## src/rtl/pcw_pkg.sv

```systemverilog
// Constants, layouts and helper functions for the partitioned way selector.
// Behaviour
// RULE_01: Partitioning is active only while both way limits are above zero.
// RULE_02: Limits whose sum differs from the way count are accepted unchanged.
// RULE_03: Each index keeps two held counts, each within 0..ways, summing at most ways.
// RULE_04: A tag-updating hit on the other partition's way moves it and adjusts both counts.
// RULE_05: A miss with an empty way fills it for the requester, count may pass limit.
// RULE_06: Under the clamped limit, a full miss takes the other partition's oldest way.
// RULE_07: At or over the clamped limit, a full miss replaces the requester's oldest way.
// RULE_08: Over-limit counts never shrink by themselves, only via other-partition accesses.
// RULE_09: When inactive, a full miss evicts the oldest way of the index.
// RULE_10: Per-line partition tags are recorded even while partitioning is inactive.
// RULE_11: Uncacheable or non-translating accesses ignore the partition and raise nothing.
// RULE_12: The requester names the partition with one bit, zero or one.
// RULE_13: Data reads and prefetches retag a hit line with the latest partition.
// RULE_14: A per-index age order yields oldest way overall and per partition at once.
// RULE_15: Reset clears all held counts and marks every way empty.
package pcw_pkg;
   localparam int NWAY   = 4;
   localparam int WAY_W  = 2;
   localparam int IDX_W  = 4;
   localparam int NIDX   = 16;
   localparam int LIM_W  = 3;
   localparam int CNT_W  = 3;
   localparam int RANK_W = NWAY * WAY_W;
   localparam int VLD_POS  = 0;
   localparam int PART_POS = 4;
   localparam int RANK_POS = 8;
   localparam int H0_POS   = 16;
   localparam int H1_POS   = 19;
   localparam int WORD_W   = 22;
   localparam logic [CNT_W-1:0] NWAY_CNT = 3'h4;
   localparam logic [IDX_W-1:0] LAST_IDX = 4'hf;
   // Ranks start as a permutation so age order is always well formed.
   localparam logic [RANK_W-1:0] RANK_RST = 8'he4;
   localparam logic [WORD_W-1:0] WORD_RST = {6'h00, RANK_RST, 8'h00};

   typedef enum logic [1:0] {ST_CLEAR, ST_IDLE, ST_LOOK} pcw_state_e;

   function automatic logic [WAY_W-1:0] pcw_oldest(
      input logic [NWAY-1:0]   mask,
      input logic [RANK_W-1:0] rk);
      logic [WAY_W-1:0] best;
      logic [WAY_W-1:0] best_rank;
      logic             found;
      best      = '0;
      best_rank = '0;
      found     = 1'b0;
      for (int w = 0; w < NWAY; w++) begin
         if (mask[w] && (!found || rk[w*WAY_W +: WAY_W] > best_rank)) begin
            best      = WAY_W'(w);
            best_rank = rk[w*WAY_W +: WAY_W];
            found     = 1'b1;
         end
      end
      return best;
   endfunction

   function automatic logic [RANK_W-1:0] pcw_touch(
      input logic [RANK_W-1:0] rk,
      input logic [WAY_W-1:0]  way);
      logic [RANK_W-1:0] res;
      logic [WAY_W-1:0]  cur;
      res = rk;
      cur = rk[way*WAY_W +: WAY_W];
      for (int w = 0; w < NWAY; w++) begin
         if (WAY_W'(w) == way) begin
            res[w*WAY_W +: WAY_W] = '0;
         end else if (rk[w*WAY_W +: WAY_W] < cur) begin
            res[w*WAY_W +: WAY_W] = rk[w*WAY_W +: WAY_W] + 2'h1;
         end
      end
      return res;
   endfunction

   function automatic logic [WAY_W-1:0] pcw_first_empty(
      input logic [NWAY-1:0] vld);
      logic [WAY_W-1:0] res;
      res = '0;
      for (int w = NWAY - 1; w >= 0; w--) begin
         if (!vld[w]) begin
            res = WAY_W'(w);
         end
      end
      return res;
   endfunction
endpackage

```

## src/rtl/pcw_state_mem.sv

```systemverilog
// Per-index replacement state storage with a registered read port.
`timescale 1ns/1ps
`default_nettype none
module pcw_state_mem
   import pcw_pkg::*;
(
   input  wire logic              clk,
   input  wire logic              rst_n,
   input  wire logic              we,
   input  wire logic [IDX_W-1:0]  waddr,
   input  wire logic [WORD_W-1:0] wdata,
   input  wire logic [IDX_W-1:0]  raddr,
   output var  logic [WORD_W-1:0] rdata_ff
);
   logic [WORD_W-1:0] mem [NIDX];

   always_ff @(posedge clk) begin
      if (we) begin
         mem[waddr] <= wdata;
      end
   end

   always_ff @(posedge clk or negedge rst_n) begin
      if (!rst_n) begin
         rdata_ff <= WORD_RST;
      end else begin
         rdata_ff <= mem[raddr];
      end
   end
endmodule // pcw_state_mem
`default_nettype wire

```

## src/rtl/pcw_way_select.sv

```systemverilog
// Victim-way selector for a two-partition set-associative cache.
`timescale 1ns/1ps
`default_nettype none
module pcw_way_select
   import pcw_pkg::*;
(
   input  wire logic             CLK,
   input  wire logic             RSTN,
   input  wire logic             REQ_VALID,
   input  wire logic [IDX_W-1:0] REQ_INDEX,
   input  wire logic             REQ_HIT,
   input  wire logic [WAY_W-1:0] REQ_HIT_WAY,
   input  wire logic             ACCESS_PARTITION_SELECT,
   input  wire logic             PAGE_CACHEABLE_ATTR,
   input  wire logic             REQ_TRANSLATING,
   input  wire logic             REQ_TAG_UPDATE,
   input  wire logic [LIM_W-1:0] PARTITION_ZERO_WAY_LIMIT,
   input  wire logic [LIM_W-1:0] PARTITION_ONE_WAY_LIMIT,
   output var  logic             READY,
   output var  logic             RESP_VALID,
   output var  logic             VICTIM_VALID,
   output var  logic             VICTIM_EVICT,
   output var  logic [WAY_W-1:0] VICTIM_WAY,
   output var  logic             PARTITION_ACTIVE,
   output var  logic [CNT_W-1:0] PARTITION_ZERO_WAYS_HELD,
   output var  logic [CNT_W-1:0] PARTITION_ONE_WAYS_HELD
);
   pcw_state_e        state_ff, nxt_state;
   logic [IDX_W-1:0]  clr_idx_ff, nxt_clr_idx;
   logic [IDX_W-1:0]  idx_ff, nxt_idx;
   logic              hit_ff, nxt_hit;
   logic [WAY_W-1:0]  hway_ff, nxt_hway;
   logic              sel_ff, nxt_sel;
   logic              ign_ff, nxt_ign;
   logic              tupd_ff, nxt_tupd;
   logic              ready_ff, nxt_ready;
   logic              resp_ff, nxt_resp;
   logic              vval_ff, nxt_vval;
   logic              evict_ff, nxt_evict;
   logic [WAY_W-1:0]  vway_ff, nxt_vway;
   logic              active_ff, nxt_active;
   logic [CNT_W-1:0]  h0_ff, nxt_h0;
   logic [CNT_W-1:0]  h1_ff, nxt_h1;

   logic              mem_we;
   logic [IDX_W-1:0]  mem_waddr;
   logic [WORD_W-1:0] mem_wdata;
   logic [WORD_W-1:0] mem_rdata;

   logic [NWAY-1:0]   cur_vld;
   logic [NWAY-1:0]   cur_part;
   logic [RANK_W-1:0] cur_rank;
   logic [CNT_W-1:0]  cur_h0;
   logic [CNT_W-1:0]  cur_h1;
   logic              act;
   logic [LIM_W-1:0]  lim_s;
   logic [CNT_W-1:0]  hs, ht;
   logic [NWAY-1:0]   smask, tmask;
   logic [WAY_W-1:0]  way;
   logic [NWAY-1:0]   new_vld;
   logic [NWAY-1:0]   new_part;
   logic              c_move, c_fill, c_steal, c_own, c_lru;

   pcw_state_mem u_mem (
      .clk      (CLK),
      .rst_n    (RSTN),
      .we       (mem_we),
      .waddr    (mem_waddr),
      .wdata    (mem_wdata),
      .raddr    (REQ_INDEX),
      .rdata_ff (mem_rdata)
   );

   assign cur_vld  = mem_rdata[VLD_POS  +: NWAY];
   assign cur_part = mem_rdata[PART_POS +: NWAY];
   assign cur_rank = mem_rdata[RANK_POS +: RANK_W];
   assign cur_h0   = mem_rdata[H0_POS   +: CNT_W];
   assign cur_h1   = mem_rdata[H1_POS   +: CNT_W];

   // Limits are used as given; no check of their sum against the way count.
   assign act = (PARTITION_ZERO_WAY_LIMIT != '0) &&
                (PARTITION_ONE_WAY_LIMIT != '0);   // RULE_01 RULE_02

   always_comb begin
      nxt_state   = state_ff;
      nxt_clr_idx = clr_idx_ff;
      nxt_idx     = idx_ff;
      nxt_hit     = hit_ff;
      nxt_hway    = hway_ff;
      nxt_sel     = sel_ff;
      nxt_ign     = ign_ff;
      nxt_tupd    = tupd_ff;
      nxt_ready   = ready_ff;
      nxt_resp    = 1'b0;
      nxt_vval    = vval_ff;
      nxt_evict   = evict_ff;
      nxt_vway    = vway_ff;
      nxt_active  = act;
      nxt_h0      = h0_ff;
      nxt_h1      = h1_ff;
      mem_we      = 1'b0;
      mem_waddr   = idx_ff;
      mem_wdata   = mem_rdata;
      lim_s       = sel_ff ? PARTITION_ONE_WAY_LIMIT
                           : PARTITION_ZERO_WAY_LIMIT;
      if (lim_s > LIM_W'(NWAY_CNT)) begin
         lim_s = LIM_W'(NWAY_CNT);
      end
      hs          = sel_ff ? cur_h1 : cur_h0;
      ht          = sel_ff ? cur_h0 : cur_h1;
      smask       = cur_vld & (sel_ff ? cur_part : ~cur_part);
      tmask       = cur_vld & (sel_ff ? ~cur_part : cur_part);
      way         = REQ_HIT_WAY;
      new_vld     = cur_vld;
      new_part    = cur_part;
      c_move      = 1'b0;
      c_fill      = 1'b0;
      c_steal     = 1'b0;
      c_own       = 1'b0;
      c_lru       = 1'b0;
      case (state_ff)
         ST_CLEAR: begin
            // Sweep every index back to empty before taking requests.
            mem_we      = 1'b1;
            mem_waddr   = clr_idx_ff;
            mem_wdata   = WORD_RST;   // RULE_15
            nxt_clr_idx = clr_idx_ff + 4'h1;
            if (clr_idx_ff == LAST_IDX) begin
               nxt_state = ST_IDLE;
               nxt_ready = 1'b1;
            end
         end
         ST_IDLE: begin
            if (REQ_VALID) begin
               nxt_idx   = REQ_INDEX;
               nxt_hit   = REQ_HIT;
               nxt_hway  = REQ_HIT_WAY;
               nxt_sel   = ACCESS_PARTITION_SELECT;   // RULE_12
               nxt_ign   = !PAGE_CACHEABLE_ATTR || !REQ_TRANSLATING;
               nxt_tupd  = REQ_TAG_UPDATE;
               nxt_ready = 1'b0;
               nxt_state = ST_LOOK;
            end
         end
         ST_LOOK: begin
            nxt_state = ST_IDLE;
            nxt_ready = 1'b1;
            nxt_resp  = 1'b1;
            nxt_evict = 1'b0;
            nxt_vval  = 1'b0;
            if (ign_ff) begin
               // Partition number is dropped; state is left untouched.
               nxt_vway = hway_ff;   // RULE_11
            end else begin
               if (hit_ff) begin
                  way = hway_ff;
                  if (tupd_ff && cur_vld[way] &&
                      (cur_part[way] != sel_ff)) begin
                     c_move = 1'b1;
                     hs     = hs + 3'h1;   // RULE_04
                     ht     = ht - 3'h1;   // RULE_04
                     new_part[way] = sel_ff;   // RULE_13
                  end
               end else begin
                  nxt_vval = 1'b1;
                  if (!(&cur_vld)) begin
                     c_fill = 1'b1;
                     way    = pcw_first_empty(cur_vld);
                     hs     = hs + 3'h1;   // RULE_05
                  end else if (!act) begin
                     c_lru     = 1'b1;
                     way       = pcw_oldest(cur_vld, cur_rank);   // RULE_09
                     nxt_evict = 1'b1;
                     if (cur_part[way] != sel_ff) begin
                        hs = hs + 3'h1;
                        ht = ht - 3'h1;
                     end
                  end else if (hs < CNT_W'(lim_s)) begin
                     c_steal   = 1'b1;
                     way       = pcw_oldest(tmask, cur_rank);   // RULE_06
                     nxt_evict = 1'b1;
                     hs        = hs + 3'h1;   // RULE_06
                     ht        = ht - 3'h1;   // RULE_06
                  end else begin
                     // Over-limit counts are kept; only own ways recycle.
                     c_own     = 1'b1;
                     way       = pcw_oldest(smask, cur_rank);   // RULE_07 RULE_08
                     nxt_evict = 1'b1;
                  end
                  new_vld[way]  = 1'b1;
                  new_part[way] = sel_ff;   // RULE_10
               end
               nxt_vway  = way;
               nxt_h0    = sel_ff ? ht : hs;   // RULE_03
               nxt_h1    = sel_ff ? hs : ht;   // RULE_03
               mem_we    = 1'b1;
               mem_wdata = {nxt_h1, nxt_h0,
                            pcw_touch(cur_rank, way),   // RULE_14
                            new_part, new_vld};
            end
            if (ign_ff) begin
               nxt_h0 = cur_h0;
               nxt_h1 = cur_h1;
            end
         end
         default: begin
            nxt_state = ST_CLEAR;
         end
      endcase
   end

   always_ff @(posedge CLK or negedge RSTN) begin
      if (!RSTN) begin
         state_ff   <= ST_CLEAR;
         clr_idx_ff <= '0;
         idx_ff     <= '0;
         hit_ff     <= 1'b0;
         hway_ff    <= '0;
         sel_ff     <= 1'b0;
         ign_ff     <= 1'b0;
         tupd_ff    <= 1'b0;
         ready_ff   <= 1'b0;
         resp_ff    <= 1'b0;
         vval_ff    <= 1'b0;
         evict_ff   <= 1'b0;
         vway_ff    <= '0;
         active_ff  <= 1'b0;
         h0_ff      <= '0;
         h1_ff      <= '0;
      end else begin
         state_ff   <= nxt_state;
         clr_idx_ff <= nxt_clr_idx;
         idx_ff     <= nxt_idx;
         hit_ff     <= nxt_hit;
         hway_ff    <= nxt_hway;
         sel_ff     <= nxt_sel;
         ign_ff     <= nxt_ign;
         tupd_ff    <= nxt_tupd;
         ready_ff   <= nxt_ready;
         resp_ff    <= nxt_resp;
         vval_ff    <= nxt_vval;
         evict_ff   <= nxt_evict;
         vway_ff    <= nxt_vway;
         active_ff  <= nxt_active;
         h0_ff      <= nxt_h0;
         h1_ff      <= nxt_h1;
      end
   end

   assign READY                    = ready_ff;
   assign RESP_VALID               = resp_ff;
   assign VICTIM_VALID             = vval_ff;
   assign VICTIM_EVICT             = evict_ff;
   assign VICTIM_WAY               = vway_ff;
   assign PARTITION_ACTIVE         = active_ff;
   assign PARTITION_ZERO_WAYS_HELD = h0_ff;
   assign PARTITION_ONE_WAYS_HELD  = h1_ff;
endmodule // pcw_way_select
`default_nettype wire

```

## config.mk

```make
export PLATFORM = sky130hd
export DESIGN_NAME = pcw_way_select
export DESIGN_NICKNAME = d
export VERILOG_FILES = /design/src/rtl/pcw_pkg.sv /design/src/rtl/pcw_state_mem.sv /design/src/rtl/pcw_way_select.sv
export SDC_FILE = /design/constraint.sdc
export NUM_CORES = 1
export LEC_CHECK = 0
export BUFFER_PORTS_ARGS = -buffer_cell sky130_fd_sc_hd__buf_4
export CORE_AREA = 2 2 201 203
export CTS_CLUSTER_DIAMETER = 100
export DETAILED_ROUTE_END_ITERATION = 16
export DIE_AREA = 0 0 203 205
export GPL_TIMING_DRIVEN = 0
export HOLD_SLACK_MARGIN = 0.06
export PLACE_DENSITY = 0.67
export SLEW_MARGIN = 15
export SYNTH_ARGS = -nofsm -noshare
export SYNTH_HDL_FRONTEND = slang
export SYNTH_SLANG_ARGS = --single-unit
```

## constraint.sdc

```tcl
create_clock -name CLK -period 6.3 [get_ports CLK]
set_input_delay 0.945 -clock CLK [delete_from_list [all_inputs] [get_ports CLK]]
set_output_delay 0.945 -clock CLK [all_outputs]
set_load 0.03 [all_outputs]
```

==> impl_metrics.yaml <==
global_routing:
  overflow: 0
  grt_use_total: 0.227
  grt_pass1_wl_um: 68500
  antenna_found_initial: 1
  globalRouteMet1Util: 0.302
  grt_util_met2: 0.383
  grt_max_degree: 52
  grt_pass1_vias: 10800
  grtUsageMet3: 0.0383
  top_usage_layer: "met2"
floorplan:
  die_width_um: 203
  die_h_um: 205
  io-pin-count: 33
  core-area_mm2: 0.0394
  die-area_mm2: 0.0416
  rows: 73
  initial_core_util: 0.447
route:
  firstDrtPassIters: 6
  routed_wl_um: 46700
  vias_per_cell: 6.04
  drc: 0
  route.vias.total: 10500
  postRouteAntennaNets: 0
  drt_iter0_markers: 1360
  wl_per_cell_um: 26.8
power:
  p_int_uw: 6750
  vdd_ir_drop_max_mv: 0.226
  switchingPower_uw: 3440
  clkPwrFrac: 0.245
  swShare: 0.337
  p_per_area_mw_per_mm2: 472
  power_frac_seq: 0.387
  leakagePower_uw: 0.00730
  power_frac_comb: 0.367
setup_path:
  critPathArrivalTime_ns: 6.89
  cp-end-kind: "flop"
  reg2reg_from: "u_mem.rdata_ff[10]"
  startpoint_type: "flop"
  critPathKind: "flop to flop"
  r2r_slack_ns: -0.29
  rr_endpoint: "u_mem.mem[1][10]"
  cp_top_family: "compound AO/OA/AOI/OAI gates"
  critPathRequiredTime_ns: 6.60
  critical_path.max_stage_delay_ns: 0.64
  critPathBufInv: 3
  rr_worst_depth: 30
  cp_num_cells: 30
  crit_fanout: 8
  critPathSlowestCell: "dfstp_4"
hold_path:
  hold_path_class: "input pin to asynchronous set/reset pin"
timing:
  hold_slack_ns: 0.430
  slew-limit-headroom: 0.220
  final.period_utilization: 1.05
  finalCriticalPeriod_ns: 6.59
  rsz0062_at_grt: "true"
  finalSetupViolCount: 96
  slew_violations: 0
  hold_violations: 0
  setup-tns-final_ns: -15.41
  final.setup.worst_slack_ns: -0.291
  finalClockSkew_ns: 0.0282
  timing.fmax_mhz: 152
  worst_slew_pin_slew_ns: 1.17
logic_synthesis:
  syn_area_per_cell_um2: 17.0
  synth-async-reset-ratio: 0.127
  syn_nets: 1079
  yosys_warnings: 0
  ys_ff_latch: 403
  ys.flop_type: "edfxtp_1"
  seq_area_frac_synth: 0.674
  ys_types: 83
  synth_edf_count: 352
  netlist_instances: 1032
  syn-cell-area_mm2: 0.0176
clocking:
  clkTransAtPathRegs_ns: 0.07
  cts_buffers: 43
  clockRootBuffer: "clkbuf_16"
  clk_latency_ns: 0.54
  cts_tree: "done"
  clockBufferDepth: 3
  cts.sinks: 403
  htreeDepth: 2
job:
  drv_cap: 0
status:
  violations: "setup timing"
  status: "finished, violations left"
place:
  port_buffers: 29
  place_congestion: 0.911
  dp_hpwl_um: 29100
layout:
  nets: 1232
  area_delta_synth_final_pct: 22.7
  drive_gt1_frac: 0.348
  num_antenna_cells: 0
metrics by stage:
| step | worst slack (ns) | cell area (µm²) | total power, µW | instances | utilization |
|---|---|---|---|---|---|
| 5_1_grt | -0.539 | 21600 | 10600 | 1742 | 0.548 |
| 6_report | -0.291 | 21600 | 10200 | 1742 | 0.548 |
| 4_1_cts | -0.136 | 21200 | 9930 | 1729 | 0.539 |
| 3_3_place_gp | -1.34 | 18500 | 6560 | 1586 | 0.470 |
| 2_1_floorplan | 0.0107 | 17600 | 5730 | 1032 | - |
| 3_5_place_dp | -1.13 | 19000 | 6870 | 1605 | 0.484 |
worst max-delay path by stage:
stage,from,endpoint,slack (ns)
2_1_floorplan,u_mem.rdata_ff[10],u_mem.mem[0][10],0.01
3_3_place_gp,u_mem.rdata_ff[10],u_mem.mem[8][11],-1.34
3_5_place_dp,u_mem.rdata_ff[10],u_mem.mem[14][8],-1.13
4_1_cts,sel_ff,u_mem.mem[1][10],-0.14
5_1_grt,sel_ff,u_mem.mem[1][10],-0.54
6_report,u_mem.rdata_ff[10],u_mem.mem[1][10],-0.29
registers in the layout (all words and copies together) (netlist names), 2 cells and up:
name	cells
u_mem.mem	352
state_ff	2
PARTITION_ONE_WAYS_HELD	3
idx_ff	4
clr_idx_ff	4
VICTIM_WAY	2
PARTITION_ZERO_WAYS_HELD	3
u_mem.rdata_ff	22
hway_ff	2
worst reg2reg max path: cells and delay by family, from the launching register on:
kind | cells | cell delay (ns)
AND/OR/NAND/NOR | 7 | 1.34
buffers and inverters | 3 | 0.39
AO/OA/AOI/OAI | 13 | 2.10
flip-flops | 1 | 0.64
adder cells (fa/ha/maj) | 4 | 1.07
multiplexers | 3 | 0.83
layout by cell type (no fill, tap or decap), types with 12 or more instances in the layout:
master	count
ha_1	17
buf_6	12
a21oi_1	22
nor2_4	17
nand2_1	78
inv_1	20
nand3_1	15
buf_4	77
clkbuf_1	41
o21ai_0	14
mux4_2	112
clkinv_1	13
clkbuf_16	46
nor2_1	33
nor3_1	18
a31oi_1	14
edfxtp_1	352
dfrtp_1	44
buf_12	13
layer usage:
layer / routed length (µm) / share of wire
met5: 0 / 0
met4: 1650 / 0.035
met3: 4050 / 0.087
met2: 23000 / 0.49
met1: 17900 / 0.38
power by group through the flow:
stage	clock [µW]	sequential [µW]	combinational, µW
3_3_place_gp	0	4000	2560
3_5_place_dp	0	4000	2870
2_1_floorplan	0	3990	1740
6_report	2500	3950	3740
4_1_cts	2540	3940	3450
5_1_grt	2640	3980	3990
cells by family (layout without fill, tap and decap cells):
group,Yosys count,in the layout,synth area share
flip-flops,403,403,0.674
AND/OR/NAND/NOR,231,232,0.0621
AO/OA/AOI/OAI,144,146,0.0583
multiplexers,136,136,0.158
buffers and inverters,79,261,0.0206
adder cells (fa/ha/maj),27,27,0.0192
XOR/XNOR,12,12,0.00769
Yosys cell counts, types with 4 or more instances:
cell	n	area (µm²)
o211ai_1	7	52.6
and3_1	8	50.1
or3_1	8	50.1
inv_1	21	78.8
ha_1	27	338
mux2_2	12	135
dfstp_2	4	105
nand2_1	83	312
o21ai_0	25	125
nor2_1	55	206
nand3_1	18	90.1
or4_1	5	37.5
buf_1	10	37.5
a31oi_1	16	100
a2bb2oi_1	4	35.0
buf_6	6	67.6
nor3_1	18	90.1
o21ai_1	5	25.0
nor2b_1	10	62.6
a21oi_1	27	135
buf_2	4	20.0
o31ai_1	5	37.5
edfxtp_1	352	10600
dfrtp_1	47	1180
clkbuf_1	34	128
mux2i_1	12	120
o21bai_1	4	30.0
mux4_2	112	2520
xnor2_1	5	43.8
area by class of cell:
cell class / count / area (µm²)
multi-input cells: 553 / 6110
inverters: 23 / 90.1
repair buffers: 107 / 1180
clock buffers: 53 / 1140
well taps: 525 / 657
plain buffers: 54 / 267
flip-flops and latches: 403 / 11900
clock inverters: 24 / 255
fillers: 3002 / 17800
timing repair:
action	CTS	global route
setup buffers	45	10
pin swaps	44	13
gates cloned	4	2
endpoints found under the setup margin	240	160
hold buffers	0	0
resized for setup	78	41
(Power assumes the default switching activity.)
